**config.mk**
```make
export PLATFORM = sky130hd
export DESIGN_NAME = ltac_top
export DESIGN_NICKNAME = d
export VERILOG_FILES = /design/src/pkg/ltac_pkg.sv /design/src/design/ltac_alarm_cmp.sv /design/src/design/ltac_top.sv
export SDC_FILE = /design/constraint.sdc
export NUM_CORES = 1
export LEC_CHECK = 0
export BUFFER_PORTS_ARGS = -buffer_cell sky130_fd_sc_hd__buf_4
export CAP_MARGIN = 25
export CELL_PAD_IN_SITES_DETAIL_PLACEMENT = 0
export CELL_PAD_IN_SITES_GLOBAL_PLACEMENT = 1
export CORE_MARGIN = 4
export CORE_UTILIZATION = 44
export DETAILED_ROUTE_END_ITERATION = 7
export PLACE_DENSITY_LB_ADDON = 0.1
export SETUP_SLACK_MARGIN = 0.15
export SLEW_MARGIN = 20
export SYNTH_ARGS = -nofsm -noshare
export SYNTH_HDL_FRONTEND = slang
export SYNTH_SLANG_ARGS = --single-unit
```
**constraint.sdc**
```tcl
create_clock -name CLOCK_I -period 2.2 [get_ports CLOCK_I]
set_input_delay 0.44 -clock CLOCK_I [delete_from_list [all_inputs] [get_ports CLOCK_I]]
set_output_delay 0.44 -clock CLOCK_I [all_outputs]
set_load 0.02 [all_outputs]
```
**src/pkg/ltac_pkg.sv**
```systemverilog
// Package: register map, field positions and constants of the logger alarm/config bank
package ltac_pkg;

  // ****************************************
  // Register offsets
  // ****************************************
  localparam logic [9:0] ADDR_LOW_THRESH  = 10'h208;
  localparam logic [9:0] ADDR_HIGH_THRESH = 10'h209;
  localparam logic [9:0] ADDR_RESULT_LOW  = 10'h20C;
  localparam logic [9:0] ADDR_RESULT_HIGH = 10'h20D;
  localparam logic [9:0] ADDR_SENSOR_CTRL = 10'h210;
  localparam logic [9:0] ADDR_OSC_CTRL    = 10'h212;
  localparam logic [9:0] ADDR_MISSION     = 10'h213;
  localparam logic [9:0] ADDR_ALARM_STAT  = 10'h214;

  // ****************************************
  // Field positions
  // ****************************************
  localparam int BIT_LOW_ALARM_EN   = 0;
  localparam int BIT_HIGH_ALARM_EN  = 1;
  localparam int BIT_OSC_EN         = 0;
  localparam int BIT_SECONDS_UNIT   = 1;
  localparam int BIT_LOGGING_EN     = 0;
  localparam int BIT_UNAVAIL_FUNC   = 1;
  localparam int BIT_LOG_FORMAT     = 2;
  localparam int BIT_DONT_CARE      = 3;
  localparam int BIT_START_ON_ALARM = 5;

  // Writable masks and forced-one patterns
  localparam logic [7:0] SENSOR_WR_MASK   = 8'h03;
  localparam logic [7:0] OSC_WR_MASK      = 8'h03;
  localparam logic [7:0] MISSION_WR_MASK  = 8'h2F;
  localparam logic [7:0] MISSION_ONES     = 8'hD0;
  localparam logic [7:0] ALARM_STAT_ONES  = 8'h70;

  // ****************************************
  // Reset values
  // ****************************************
  localparam logic [7:0]  RESET_BYTE   = 8'h00;
  localparam logic [10:0] RESET_RESULT = 11'h000;

  // Offset between Celsius code and byte: code = 2*C + 82
  localparam int THRESH_OFFSET = 82;
  // First data-log address used by logging
  localparam logic [15:0] LOG_BASE_ADDR = 16'h1000;

  // Oscillator start-up delay from cleared-memory state, in clock cycles
  localparam int OSC_STARTUP_CYCLES = 1000;

  // Oscillator states
  typedef enum logic [2:0]
  {
    OSC_OFF   = 3'b001,
    OSC_START = 3'b010,
    OSC_RUN   = 3'b100
  } ltac_osc_state_type;

endpackage

```
**src/design/ltac_alarm_cmp.sv**
```systemverilog
// Threshold comparator on the upper byte of a conversion
`timescale 1ns/1ps

module ltac_alarm_cmp
(
  input  wire logic [7:0] high_byte_i,
  input  wire logic [7:0] low_thresh_i,
  input  wire logic [7:0] high_thresh_i,
  input  wire logic       low_en_i,
  input  wire logic       high_en_i,
  output logic            low_hit_o,
  output logic            high_hit_o
);

  // Only the upper byte matters in both formats; enables gate the result
  always_comb
  begin
    high_hit_o = high_en_i && (high_byte_i >= high_thresh_i);
    low_hit_o  = low_en_i && (high_byte_i <= low_thresh_i);
  end

endmodule // ltac_alarm_cmp

```
**src/design/ltac_top.sv**
```systemverilog
// Logger sensor, alarm, oscillator and mission-setup register bank
// Function
// - Latest result split over two bytes
// - Result code: C = high/2 - 41 (+low/512)
// - Low threshold, then high threshold address
// - Alarms compare upper result byte only
// - Alarm needs alarming value and enable
// - Sensor control bits 7:2 read zero
// - High enable: flag when result >= threshold
// - Low enable: flag when result <= threshold
// - Flags shown in alarm status register
// - Oscillator enable bit runs/stops oscillator
// - Mission start forces oscillator enable
// - Unit select: 0 minutes, 1 seconds
// - Extra start-up delay from cleared memory
// - Oscillator control bits 7:2 read zero
// - Mission bits 7,6,4 read one
// - Mission selects format and overwrite; no overwrite bit here, bit 4 reads one
// - Mission bit postpones logging until alarm
// - Control registers read-only during mission
// - Format bit: 0 eight, 1 sixteen
// - Alarm start: 8-bit, uncounted first sample
// - Logging enable needed; log at base
`timescale 1ns/1ps

module ltac_top
#(
  parameter int OSC_STARTUP_CYCLES = ltac_pkg::OSC_STARTUP_CYCLES
)
(
  input  wire logic        CLOCK_I,
  input  wire logic        NRST_I,
  input  wire logic [9:0]  REG_ADDR_I,
  input  wire logic        REG_WR_I,
  input  wire logic [7:0]  REG_WDATA_I,
  input  wire logic        CONV_VALID_I,
  input  wire logic [10:0] CONV_RESULT_I,
  input  wire logic        MISSION_ACTIVE_I,
  input  wire logic        BEGIN_MISSION_I,
  input  wire logic        CLEAR_MEMORY_I,
  input  wire logic        MEM_CLEARED_I,
  output logic [7:0]       REG_RDATA_O,
  output logic             OSC_ENABLE_O,
  output logic             OSC_READY_O,
  output logic             SECONDS_UNIT_O,
  output logic             LOG_FORMAT_O,
  output logic             CONV_8BIT_O,
  output logic             START_ON_ALARM_O,
  output logic             LOGGING_ENABLE_O,
  output logic             LOG_ACTIVE_O,
  output logic             LOG_SAMPLE_O,
  output logic             HIGH_ALARM_FLAG_O,
  output logic             LOW_ALARM_FLAG_O
);

  // ****************************************
  // Parameter checks
  // ****************************************
  if (OSC_STARTUP_CYCLES < 1 || OSC_STARTUP_CYCLES > 65535)
  begin : g_bad_startup
    $error("OSC_STARTUP_CYCLES must lie in 1..65535");
  end

  localparam logic [15:0] STARTUP_LAST = 16'(OSC_STARTUP_CYCLES - 1);

  // ****************************************
  // Storage
  // ****************************************
  logic [7:0]  low_thresh_q, low_thresh_d;
  logic [7:0]  high_thresh_q, high_thresh_d;
  logic [10:0] result_q, result_d;
  logic [7:0]  sensor_q, sensor_d;
  logic [7:0]  osc_q, osc_d;
  logic [7:0]  mission_q, mission_d;
  logic        high_flag_q, high_flag_d;
  logic        low_flag_q, low_flag_d;
  logic        log_active_q, log_active_d;
  logic        log_sample_q, log_sample_d;
  logic [7:0]  rdata_q, rdata_d;
  logic        low_hit;
  logic        high_hit;
  logic        wr_ok;

  logic        conv_8bit_q, conv_8bit_d;

  ltac_pkg::ltac_osc_state_type osc_state_q, osc_state_d;
  logic [15:0] startup_cnt_q, startup_cnt_d;

  // ****************************************
  // Alarm comparison
  // ****************************************
  ltac_alarm_cmp u_cmp
  (
    .high_byte_i   (CONV_RESULT_I[10:3]),
    .low_thresh_i  (low_thresh_q),
    .high_thresh_i (high_thresh_q),
    .low_en_i      (sensor_q[ltac_pkg::BIT_LOW_ALARM_EN]),
    .high_en_i     (sensor_q[ltac_pkg::BIT_HIGH_ALARM_EN]),
    .low_hit_o     (low_hit),
    .high_hit_o    (high_hit)
  );

  // ****************************************
  // Register writes and sticky flags
  // ****************************************
  // Writes are refused while a mission runs so setup cannot shift under the logger
  assign wr_ok = REG_WR_I && !MISSION_ACTIVE_I;

  always_comb
  begin
    low_thresh_d  = low_thresh_q;
    high_thresh_d = high_thresh_q;
    result_d      = result_q;
    sensor_d      = sensor_q;
    osc_d         = osc_q;
    mission_d     = mission_q;
    if (wr_ok)
    begin
      case (REG_ADDR_I)
        ltac_pkg::ADDR_LOW_THRESH:  low_thresh_d  = REG_WDATA_I;
        ltac_pkg::ADDR_HIGH_THRESH: high_thresh_d = REG_WDATA_I;
        ltac_pkg::ADDR_SENSOR_CTRL: sensor_d  = REG_WDATA_I & ltac_pkg::SENSOR_WR_MASK;
        ltac_pkg::ADDR_OSC_CTRL:    osc_d     = REG_WDATA_I & ltac_pkg::OSC_WR_MASK;
        ltac_pkg::ADDR_MISSION:     mission_d = REG_WDATA_I & ltac_pkg::MISSION_WR_MASK;
        default:                    ;
      endcase
    end
    // Start command wins over a same-cycle write so the clock always runs
    if (BEGIN_MISSION_I)
    begin
      osc_d[ltac_pkg::BIT_OSC_EN] = 1'b1;
    end
    // Latch every conversion, including forced ones outside a mission
    if (CONV_VALID_I)
    begin
      result_d = CONV_RESULT_I;
    end
  end

  // Flags: set wins over clear; only in-mission conversions may raise them
  always_comb
  begin
    high_flag_d  = high_flag_q;
    low_flag_d   = low_flag_q;
    log_active_d = log_active_q;
    log_sample_d = 1'b0;
    if (CLEAR_MEMORY_I)
    begin
      high_flag_d  = 1'b0;
      low_flag_d   = 1'b0;
      log_active_d = 1'b0;
    end
    if (!MISSION_ACTIVE_I)
    begin
      log_active_d = 1'b0;
    end
    else if (CONV_VALID_I)
    begin
      // Both comparisons are checked on every in-mission conversion
      if (high_hit)
      begin
        high_flag_d = 1'b1;
      end
      if (low_hit)
      begin
        low_flag_d = 1'b1;
      end
      if (mission_q[ltac_pkg::BIT_LOGGING_EN])
      begin
        if (!mission_q[ltac_pkg::BIT_START_ON_ALARM] || log_active_q)
        begin
          log_active_d = 1'b1;
          log_sample_d = 1'b1;
        end
        else if (high_hit || low_hit)
        begin
          // Trigger sample is logged; the sample counter is left to skip it
          log_active_d = 1'b1;
          log_sample_d = 1'b1;
        end
      end
    end
    // Taken from next values so the pin is a flop yet moves with the setup it reflects
    conv_8bit_d = !mission_d[ltac_pkg::BIT_LOG_FORMAT]
                  || (mission_d[ltac_pkg::BIT_START_ON_ALARM] && !log_active_d);
  end

  // ****************************************
  // Oscillator start-up
  // ****************************************
  // A start from cleared memory waits the extra delay; otherwise it is usable at once
  always_comb
  begin
    osc_state_d   = osc_state_q;
    startup_cnt_d = startup_cnt_q;
    case (osc_state_q)
      ltac_pkg::OSC_OFF:
      begin
        startup_cnt_d = '0;
        if (osc_q[ltac_pkg::BIT_OSC_EN])
        begin
          osc_state_d = MEM_CLEARED_I ? ltac_pkg::OSC_START : ltac_pkg::OSC_RUN;
        end
      end
      ltac_pkg::OSC_START:
      begin
        startup_cnt_d = startup_cnt_q + 16'h0001;
        if (!osc_q[ltac_pkg::BIT_OSC_EN])
        begin
          osc_state_d = ltac_pkg::OSC_OFF;
        end
        else if (startup_cnt_q == STARTUP_LAST)
        begin
          osc_state_d = ltac_pkg::OSC_RUN;
        end
      end
      ltac_pkg::OSC_RUN:
      begin
        if (!osc_q[ltac_pkg::BIT_OSC_EN])
        begin
          osc_state_d = ltac_pkg::OSC_OFF;
        end
      end
      default:
      begin
        osc_state_d   = ltac_pkg::OSC_OFF;
        startup_cnt_d = '0;
      end
    endcase
  end

  // ****************************************
  // Read data
  // ****************************************
  // Read answer is registered: data appears one edge after the address
  always_comb
  begin
    case (REG_ADDR_I)
      ltac_pkg::ADDR_LOW_THRESH:  rdata_d = low_thresh_q;
      ltac_pkg::ADDR_HIGH_THRESH: rdata_d = high_thresh_q;
      ltac_pkg::ADDR_RESULT_LOW:  rdata_d = {result_q[2:0], 5'b0_0000};
      ltac_pkg::ADDR_RESULT_HIGH: rdata_d = result_q[10:3];
      ltac_pkg::ADDR_SENSOR_CTRL: rdata_d = sensor_q & ltac_pkg::SENSOR_WR_MASK;
      ltac_pkg::ADDR_OSC_CTRL:    rdata_d = osc_q & ltac_pkg::OSC_WR_MASK;
      ltac_pkg::ADDR_MISSION:     rdata_d = mission_q | ltac_pkg::MISSION_ONES;
      ltac_pkg::ADDR_ALARM_STAT:
        rdata_d = ltac_pkg::ALARM_STAT_ONES | {6'b00_0000, high_flag_q, low_flag_q};
      default:                    rdata_d = 8'h00;
    endcase
  end

  // ****************************************
  // Flip-flops
  // ****************************************
  always_ff @(posedge CLOCK_I or negedge NRST_I)
  begin
    if (!NRST_I)
    begin
      low_thresh_q  <= ltac_pkg::RESET_BYTE;
      high_thresh_q <= ltac_pkg::RESET_BYTE;
      result_q      <= ltac_pkg::RESET_RESULT;
      sensor_q      <= ltac_pkg::RESET_BYTE;
      osc_q         <= ltac_pkg::RESET_BYTE;
      mission_q     <= ltac_pkg::RESET_BYTE;
      high_flag_q   <= 1'b0;
      low_flag_q    <= 1'b0;
      log_active_q  <= 1'b0;
      log_sample_q  <= 1'b0;
      conv_8bit_q   <= 1'b1; // Format bit resets to 0, which means 8-bit
      rdata_q       <= ltac_pkg::RESET_BYTE;
      osc_state_q   <= ltac_pkg::OSC_OFF;
      startup_cnt_q <= 16'h0000;
    end
    else
    begin
      low_thresh_q  <= low_thresh_d;
      high_thresh_q <= high_thresh_d;
      result_q      <= result_d;
      sensor_q      <= sensor_d;
      osc_q         <= osc_d;
      mission_q     <= mission_d;
      high_flag_q   <= high_flag_d;
      low_flag_q    <= low_flag_d;
      log_active_q  <= log_active_d;
      log_sample_q  <= log_sample_d;
      conv_8bit_q   <= conv_8bit_d;
      rdata_q       <= rdata_d;
      osc_state_q   <= osc_state_d;
      startup_cnt_q <= startup_cnt_d;
    end
  end

  // ****************************************
  // Outputs
  // ****************************************
  // Bit 1 of mission setup is stored but drives nothing; host must keep it zero
  always_comb
  begin
    REG_RDATA_O       = rdata_q;
    OSC_ENABLE_O      = osc_q[ltac_pkg::BIT_OSC_EN];
    OSC_READY_O       = osc_state_q[2];
    SECONDS_UNIT_O    = osc_q[ltac_pkg::BIT_SECONDS_UNIT];
    LOG_FORMAT_O      = mission_q[ltac_pkg::BIT_LOG_FORMAT];
    CONV_8BIT_O       = conv_8bit_q;
    START_ON_ALARM_O  = mission_q[ltac_pkg::BIT_START_ON_ALARM];
    LOGGING_ENABLE_O  = mission_q[ltac_pkg::BIT_LOGGING_EN];
    LOG_ACTIVE_O      = log_active_q;
    LOG_SAMPLE_O      = log_sample_q;
    HIGH_ALARM_FLAG_O = high_flag_q;
    LOW_ALARM_FLAG_O  = low_flag_q;
  end

endmodule // ltac_top

```
### Yosys cells after proc, flatten, opt, wreduce, memory -nomap -nowiden

Index checks and enable logic that the tools add are counted.
W data, S select, Z words.

| cells by class | value |
|---|---|
| mux-type cells | 32 |
| reduce and logical (&&, ||, !) cells | 20 |
| magnitude comparators | 2 |
| add/subtract/negate cells | 1 |
| equal/unequal tests | 15 |

Operators with widths:

| operator | count |
|---|---|
| $eq A10 B10 Y1 const B | 8 |
| $pmux W8 S8 | 1 |
| $pmux W16 S2 | 1 |
| $mux W1 | 22 |
| $add A16 B1 Y16 const B | 1 |
| $eq A16 B10 Y1 const B | 1 |
| $mux W3 | 5 |
| $mux W6 | 2 |
| $reduce_and A2 Y1 | 6 |
| $pmux W3 S3 | 1 |
| $ge A8 B8 Y1 | 1 |
| $le A8 B8 Y1 | 1 |
| $logic_and A1 B1 Y1 | 4 |
| $logic_not A1 Y1 | 4 |
| $ne A2 B2 Y1 const B | 2 |
| $reduce_bool A2 Y1 | 2 |
| $eq A3 B1 Y1 const B | 1 |
| $eq A3 B2 Y1 const B | 1 |
| $eq A3 B3 Y1 const B | 1 |
| $logic_or A1 B1 Y1 | 3 |
| $ne A3 B3 Y1 const B | 1 |
| $reduce_and A3 Y1 | 1 |

| word-level totals | value |
|---|---|
| flip-flop bits (word level) | 68 |
| output and inout port bits | 19 |
| input port bits | 37 |
| word-level logic and storage cells | 86 |

### Logic depth before layout (Yosys ltp)

Gate-level depths: netlist of the first run.

| logic depth | value |
|---|---|
| depth after elaboration | 11 |
| depth in mapped cells | 7 |

### Cells and area by module

From an unflattened synthesis of the first run, not the netlist that was laid out.

| unflattened totals | value |
|---|---|
| cells, all modules | 358 |
| area total of the unflattened synthesis | 3798.6 sq um |

Modules (own cells, without submodules):

| module | cells an instance | times used | area an instance (sq um) |
|---|---|---|---|
| ltac_top | 304 | 1 | 3397.0 |
| ltac_alarm_cmp | 54 | 1 | 401.6 |

### Worst setup path after synthesis of the first run

No wires, ideal clock.

| path | value |
|---|---|
| kind | input to register |
| from | input port REG_ADDR_I[1] |
| to | register low_thresh_q[0] |
| stages | 5 |
| data arrival time | 1906 ps |
| setup slack | 169 ps |
| setup time | 125 ps |
| buffers on the path | 0 |
| cell sequence | or4_4 -> or3b_4 -> nor2_4 -> nand2_4 -> mux2_2 |

| on the way | value |
|---|---|
| word-level cells in the longest chain between the ends | 2 |

Ends and longest elaborated chain:

| what | line | source |
|---|---|---|
| start: declaration | ltac_top.sv:33 | `input wire logic [9:0] REG_ADDR_I,` |
| $eq A10 B10 Y1 | ltac_top.sv:119 | `case (REG_ADDR_I)` |
| $reduce_and A2 Y1 (no source line) | n/a |  |
| end signal: assignment | ltac_top.sv:259 | `low_thresh_q <= ltac_pkg::RESET_BYTE;` |
| end signal: assignment | ltac_top.sv:276 | `low_thresh_q <= low_thresh_d;` |
| end: declaration | ltac_top.sv:69 | `logic [7:0] low_thresh_q, low_thresh_d;` |

No other way between the ends.
A chain may end at the register's enable or synchronous reset.

### Worst setup path after layout of the first run

| path | value |
|---|---|
| from | register low_thresh_q[3] |
| to | register log_sample_q, in the netlist LOG_SAMPLE_O |

| on the way | value |
|---|---|
| word-level cells in the longest chain between the ends | 8 |

Ends and longest elaborated chain:

| what | line | source |
|---|---|---|
| $le A8 B8 Y1 | ltac_alarm_cmp.sv:19 | `low_hit_o = low_en_i && (high_byte_i <= low_thresh_i);` |
| $logic_and A1 B1 Y1 | ltac_alarm_cmp.sv:19 |  |
| $logic_or A1 B1 Y1 | ltac_top.sv:175 | `else if (high_hit \|\| low_hit)` |
| $mux W1 | ltac_top.sv:175 |  |
| $mux W1 | ltac_top.sv:170 | `if (!mission_q[ltac_pkg::BIT_START_ON_ALARM] \|\| log_active_q)` |
| $mux W1 | ltac_top.sv:168 | `if (mission_q[ltac_pkg::BIT_LOGGING_EN])` |
| $mux W1 | ltac_top.sv:157 | `else if (CONV_VALID_I)` |
| $mux W1 | ltac_top.sv:153 | `if (!MISSION_ACTIVE_I)` |
| net log_sample_d | ltac_top.sv:78 | `logic log_sample_q, log_sample_d;` |
| end signal: assignment | ltac_top.sv:285 | `log_sample_q <= log_sample_d;` |
| end: declaration | ltac_top.sv:78 |  |

The timed path passes the listed nets, and every way through them passes these cells.

==> results of run 1 <==
final timing paths:
check | start | to | cells past startpoint
worst max-delay path | low_thresh_q[3] | LOG_SAMPLE_O | 8
worst min-delay path | NRST_I | result_q[0] | 1
worst max register to register | low_thresh_q[3] | LOG_SAMPLE_O | 8
worst min register to register | result_q[6] | REG_RDATA_O[3] | 2
max in group asynchronous | NRST_I | CONV_8BIT_O | 2
min in group CLOCK_I | BEGIN_MISSION_I | osc_q[0] | 2
stage by stage:
step                hold slack (ns)  total power (W)  cell area [sq um]  std cells
detailed placement            0.429          0.00192               4260        510
global placement              0.428          0.00191               4260        510
global route                 0.0686          0.00323               4490        527
finish                       0.0462          0.00306               4490        527
floorplan                     0.144          0.00171               3650        350
CTS                          0.0583          0.00310               4480        526
registers in the layout, indices dropped and copies added, names as in the netlist, 2 cells and up:
register	count
osc_q	2
sensor_q	2
result_q	11
REG_RDATA_O	8
osc_state_q	3
low_thresh_q	8
high_thresh_q	8
mission_q	5
startup_cnt_q	16
placed cells by master, fill, tap and decap left out, types with 7 or more instances in the layout:
master / instances
and3_1: 7
ha_1: 17
nor2_1: 16
nand2_1: 31
clkbuf_8: 9
buf_4: 68
nand4_1: 10
o21ai_0: 34
dfrtp_1: 66
mux2_2: 34
a21oi_1: 10
nand3_1: 7
inv_1: 26
Yosys cell counts, types with 6 or more instances:
library cell / n
dfrtp_1: 66
mux2_2: 34
o21ai_0: 34
nand2_1: 31
inv_1: 26
ha_1: 17
nor2_1: 16
a21oi_1: 10
nand4_1: 10
clkbuf_1: 8
and3_1: 7
nand3_1: 7
a31oi_1: 6
and2_1: 6
kinds of logic after synthesis:
family                   share of synthesized area [%]
adder cells (fa/ha/maj)                           5.83
multiplexers                                      11.1
flip-flops                                        46.7
XOR/XNOR                                         0.721
AO/OA/AOI/OAI                                     13.6
AND/OR/NAND/NOR                                   18.3
buffers and inverters                             3.77
area by class of cell:
cell class / instances / area, sq um
well taps: 102 / 128
clock inverters: 6 / 95.1
repair buffers: 69 / 531
flip-flops and latches: 68 / 1700
clock buffers: 10 / 128
inverters: 26 / 97.6
fillers: 694 / 3390
multi-input cells: 246 / 1810
layer usage:
layer	vias to the layer above	track usage, %
li1	1413	-
met1	1422	30.5
met2	79	27.6
met3	4	3.75
met4	0	5.36
met5	-	0
power groups by stage:
stage / Combinational (W) / Clock, W / Sequential [W]
after floorplan: 0.000304 / 0 / 0.00141
after global placement: 0.000490 / 0 / 0.00142
after detailed placement: 0.000501 / 0 / 0.00142
after CTS: 0.000502 / 0.00120 / 0.00140
after global routing: 0.000556 / 0.00126 / 0.00141
final: 0.000498 / 0.00116 / 0.00140
timing repair:
item | CTS | global route
buffers inserted | 0 | 1
setup endpoints to repair | 0 | 3
resized for setup | 0 | 1
==> reports/results.tsv, run 1 <==
metric	value	unit
status	complete, no violations	
slowest_delay	0.36	ns
max-vdd-ir-drop	0.296	mV
initialDrtViolationCount	247	
worst-path-buf-inv	2	
synth_top_area_cell	dfrtp_1	
antenna_found_initial	0	
cp_cell_sequence	inv_1, ha_1, and2_1, o21ai_0, a221o_1, a311oi_2, buf_4, a21oi_1	
worst_slew_pin_slew	0.577	ns
max_freq	522	MHz
dpl.hpwl	6940	microns
dieArea	0.00981	sq mm
p_sw_share	28.4	%
p_leak	2.13	nW
grt_pass1_vias	2939	
maxSlewHeadroom	61.4	%
drc	0	
syn_nets	404	
cts_buffers	9	
drv_cap	0	
pre_cts_ws	-0.00831	ns
grt_overflow	0	
synth_ff_type	dfrtp_1	
synthTopCellsByArea	dfrtp_1, mux2_2, ha_1, o21ai_0, nand2_1	
wl_met2	3820	microns
worstSetupEndpointType	flip-flop	
powerDensity	681	mW/mm^2
crit_required	2.42	ns
clock_latency	0.34	ns
detail_route.wl_per_cell	17.1	microns
maxSlewViolCount	0	
rsz0062_at_grt	false	
cts_tree	built	
clockBufferDepth	2	
period_share	87.1	%
drt-vias-per-instance	5.54	
final_util	57.0	%
die_h	99.0	microns
arrival	2.13	ns
met3_length	614	microns
hold_class	in -> async	
ant_nets	0	
synthCells	350	
syn-cell-area	0.00365	sq mm
rows	32	
port_buffers	55	
p_int	0.00219	W
crit_family	compound AO/OA/AOI/OAI gates	
grt_start_max_net_pins	36	
top_layer	met4	
finalCriticalPeriod	1.92	ns
io_pins	56	
crit_type	reg -> reg	
synth-edff-count	0	
cts.sinks	68	
slowest_stage	dfrtp_1	
rrSetupSlack	0.28	ns
yosys_warnings	0	
areaGrowthSynthToFinish	23.2	%
combPwrFrac	16.3	%
fin_worst_skew	0.00844	ns
synth-async-reset-ratio	100	%
drt_pre_antenna_iters	4	
ys_types	49	
routed_wl	9030	microns
core_area	0.00789	sq mm
fin_setup_tns	0	ns
cts_hold_buf	0	
drive_gt1_share	31.1	%
clkTransAtPathRegs	0.08	ns
synth-seq-cells	68	
finalHoldViolCount	0	
setup_viol	0	
p_clk_share	38.1	%
setup_slack	0.284	ns
m1WireLength	4550	microns
vias	2918	
sequentialPowerShare	45.7	%
synth_top_area_share	45.3	%
syn_area_per_cell	10.4	sq um
fin_nets	474	
gp_congestion	0.790	
antennaDiodeCount	0	
crit_fanout	3	
p_sw	0.000868	W
grt_pass1_wl	15200	microns
startpoint_type	flip-flop	
start_util	46.2	%
seq_area_frac_synth	46.7	%
die_width	99.0	microns
htreeDepth	3	
grt_usage	19.6	%
cts-root-buf	clkbuf_8	
(Power assumes the default switching activity.)
==> run 2: changes to the inputs <==
Settings changed: CAP_MARGIN 25 to 10, SETUP_SLACK_MARGIN 0.15 to 0.3.
==> reports/results.tsv, run 2 (synthesis results as in run 1) <==
metric	value	unit	change
drt-vias-per-instance	5.64		+1.8%
cts.sinks	68		unchanged
antenna_found_initial	0		unchanged
ant_nets	0		unchanged
gp_congestion	0.813		+2.9%
grt_overflow	0		unchanged
fin_area	0.00452	sq mm	+0.70%
finalHoldViolCount	0		unchanged
grt_pass1_vias	2924		-0.51%
fin_worst_skew	0.0124	ns	+0.00399 ns
layout_common_cells	buf_4, dfrtp_1, mux2_2		
largest_registers	startup_cnt_q (16), result_q (11)		
crit_fanout	3		unchanged
drv_cap	0		unchanged
worst-r2r-cell-count	8		unchanged
hold_class	in -> async		
clockBufferDepth	2		unchanged
areaGrowthSynthToFinish	24.1	%	
arrival	2.13	ns	about the same
maxSlewHeadroom	61.6	%	+0.16 points
maxSlewViolCount	0		unchanged
rows	32		unchanged
drive_gt1_share	33.3	%	+2.3 points
p_sw_share	29.5	%	+1.1 points
vias	2976		+2.0%
grt_start_max_net_pins	36		unchanged
start_util	46.2	%	unchanged
drc	0		unchanged
grt_pass1_wl	15300	microns	+0.68%
fin_nets	475		+0.21%
period_share	86.9	%	-0.16 points
clkTransAtPathRegs	0.08	ns	about the same
status	complete, no violations		
worstSetupEndpointType	flip-flop		
crit_required	2.42	ns	about the same
htreeDepth	3		unchanged
p_leak	2.13	nW	-0.17%
die_width	99.0	microns	unchanged
mostFrequentLayoutCell	buf_4		
die_h	99.0	microns	unchanged
crit_type	reg -> reg		
initialDrtViolationCount	173		-30%
max_freq	523	MHz	+0.18%
rsz0062_at_grt	true		
worst_slew_pin_slew	0.575	ns	-0.00235 ns
finalCriticalPeriod	1.91	ns	-0.00352 ns
cts-root-buf	clkbuf_8		
seq_area	0.00170	sq mm	unchanged
dpl.hpwl	6960	microns	+0.32%
p_clk_share	35.0	%	-3.1 points
antennaDiodeCount	0		unchanged
p_sw	0.000865	W	-0.36%
detail_route.wl_per_cell	17.7	microns	+3.4%
setup_viol	0		unchanged
cts_tree	built		
clock_latency	0.34	ns	about the same
startpoint_type	flip-flop		
top_register	startup_cnt_q		
grt_usage	19.9	%	+0.27 points
n_fill_cell	690		-0.58%
instances_no_fill	528		+0.19%
final_util	57.4	%	+0.40 points
combPwrFrac	17.4	%	+1.1 points
p_int	0.00207	W	-5.5%
place_area	0.00426	sq mm	unchanged
powerDensity	649	mW/mm^2	-4.7%
largest_reg_flops	16		unchanged
drt_pre_antenna_iters	5		+1
dp_cells	510		unchanged
dieArea	0.00981	sq mm	unchanged
sequentialPowerShare	47.6	%	+1.9 points
multi_input_area	0.00186	sq mm	+3.0%
max-vdd-ir-drop	0.326	mV	+10%
cts_buffers	9		unchanged
port_buffers	55		unchanged
core_area	0.00789	sq mm	unchanged
io_pins	56		unchanged
power	0.00294	W	-4.1%
routed_wl	9360	microns	+3.6%
[run 2: final cells by class]
class	count	area share, %
well taps	102	2.82
clock buffers	10	2.82
inverters	26	2.16
repair buffers	70	11.9
clock inverters	6	1.44
multi-input cells	246	41.2
flip-flops and latches	68	37.7
[run 2: per-stage QoR]
| stage | hold slack (ns) | worst slack, ns | TNS, ns |
|---|---|---|---|
| final | 0.0345 | 0.288 | 0 |
| after global routing | 0.0670 | 0.188 | 0 |
| after CTS | 0.0489 | 0.315 | 0 |
| after detailed placement | 0.427 | -0.0125 | -0.0211 |
| after global placement | 0.422 | 0.0209 | 0 |
| after floorplan | 0.144 | 0.170 | 0 |
[run 2: final timing paths]
path	slack (ns)	startpoint	endpoint
min reg2reg	0.48	result_q[6]	REG_RDATA_O[3]
min	0.03	NRST_I	result_q[0]
max	0.29	low_thresh_q[3]	LOG_SAMPLE_O
min in group CLOCK_I	0.27	BEGIN_MISSION_I	osc_q[0]
max reg2reg	0.29	low_thresh_q[3]	LOG_SAMPLE_O
max in group asynchronous	1.55	NRST_I	CONV_8BIT_O
[run 2: power by group through the flow]
stage | Sequential (W) | Combinational (W) | Clock, W
6_report | 0.00140 | 0.000512 | 0.00103
5_1_grt | 0.00141 | 0.000569 | 0.00111
4_1_cts | 0.00140 | 0.000507 | 0.00105
3_5_place_dp | 0.00142 | 0.000501 | 0
3_3_place_gp | 0.00142 | 0.000490 | 0
2_1_floorplan | 0.00141 | 0.000304 | 0
[run 2: repair_timing]
item,4_1_cts,5_1_grt
pin swaps,1,6
hold buffers,0,0
gates resized for setup,3,11
setup endpoints to repair,3,6
buffers inserted,0,2
[run 2: per-layer routing]
metal	share of wire, %	vias to the layer above	track usage (%)
met5	0	-	0
met4	1.6	0	7.04
met3	6.8	15	3.89
met2	42	103	27.4
met1	49	1438	30.7
li1	-	1420	-
[run 2: critical path: stages (launching register included)]
cell	delay (ns)
dfrtp_1	0.40
inv_2	0.07
ha_4	0.26
and2_4	0.15
o21ai_2	0.05
a221o_1	0.35
a311oi_2	0.28
buf_4	0.17
a21oi_1	0.06
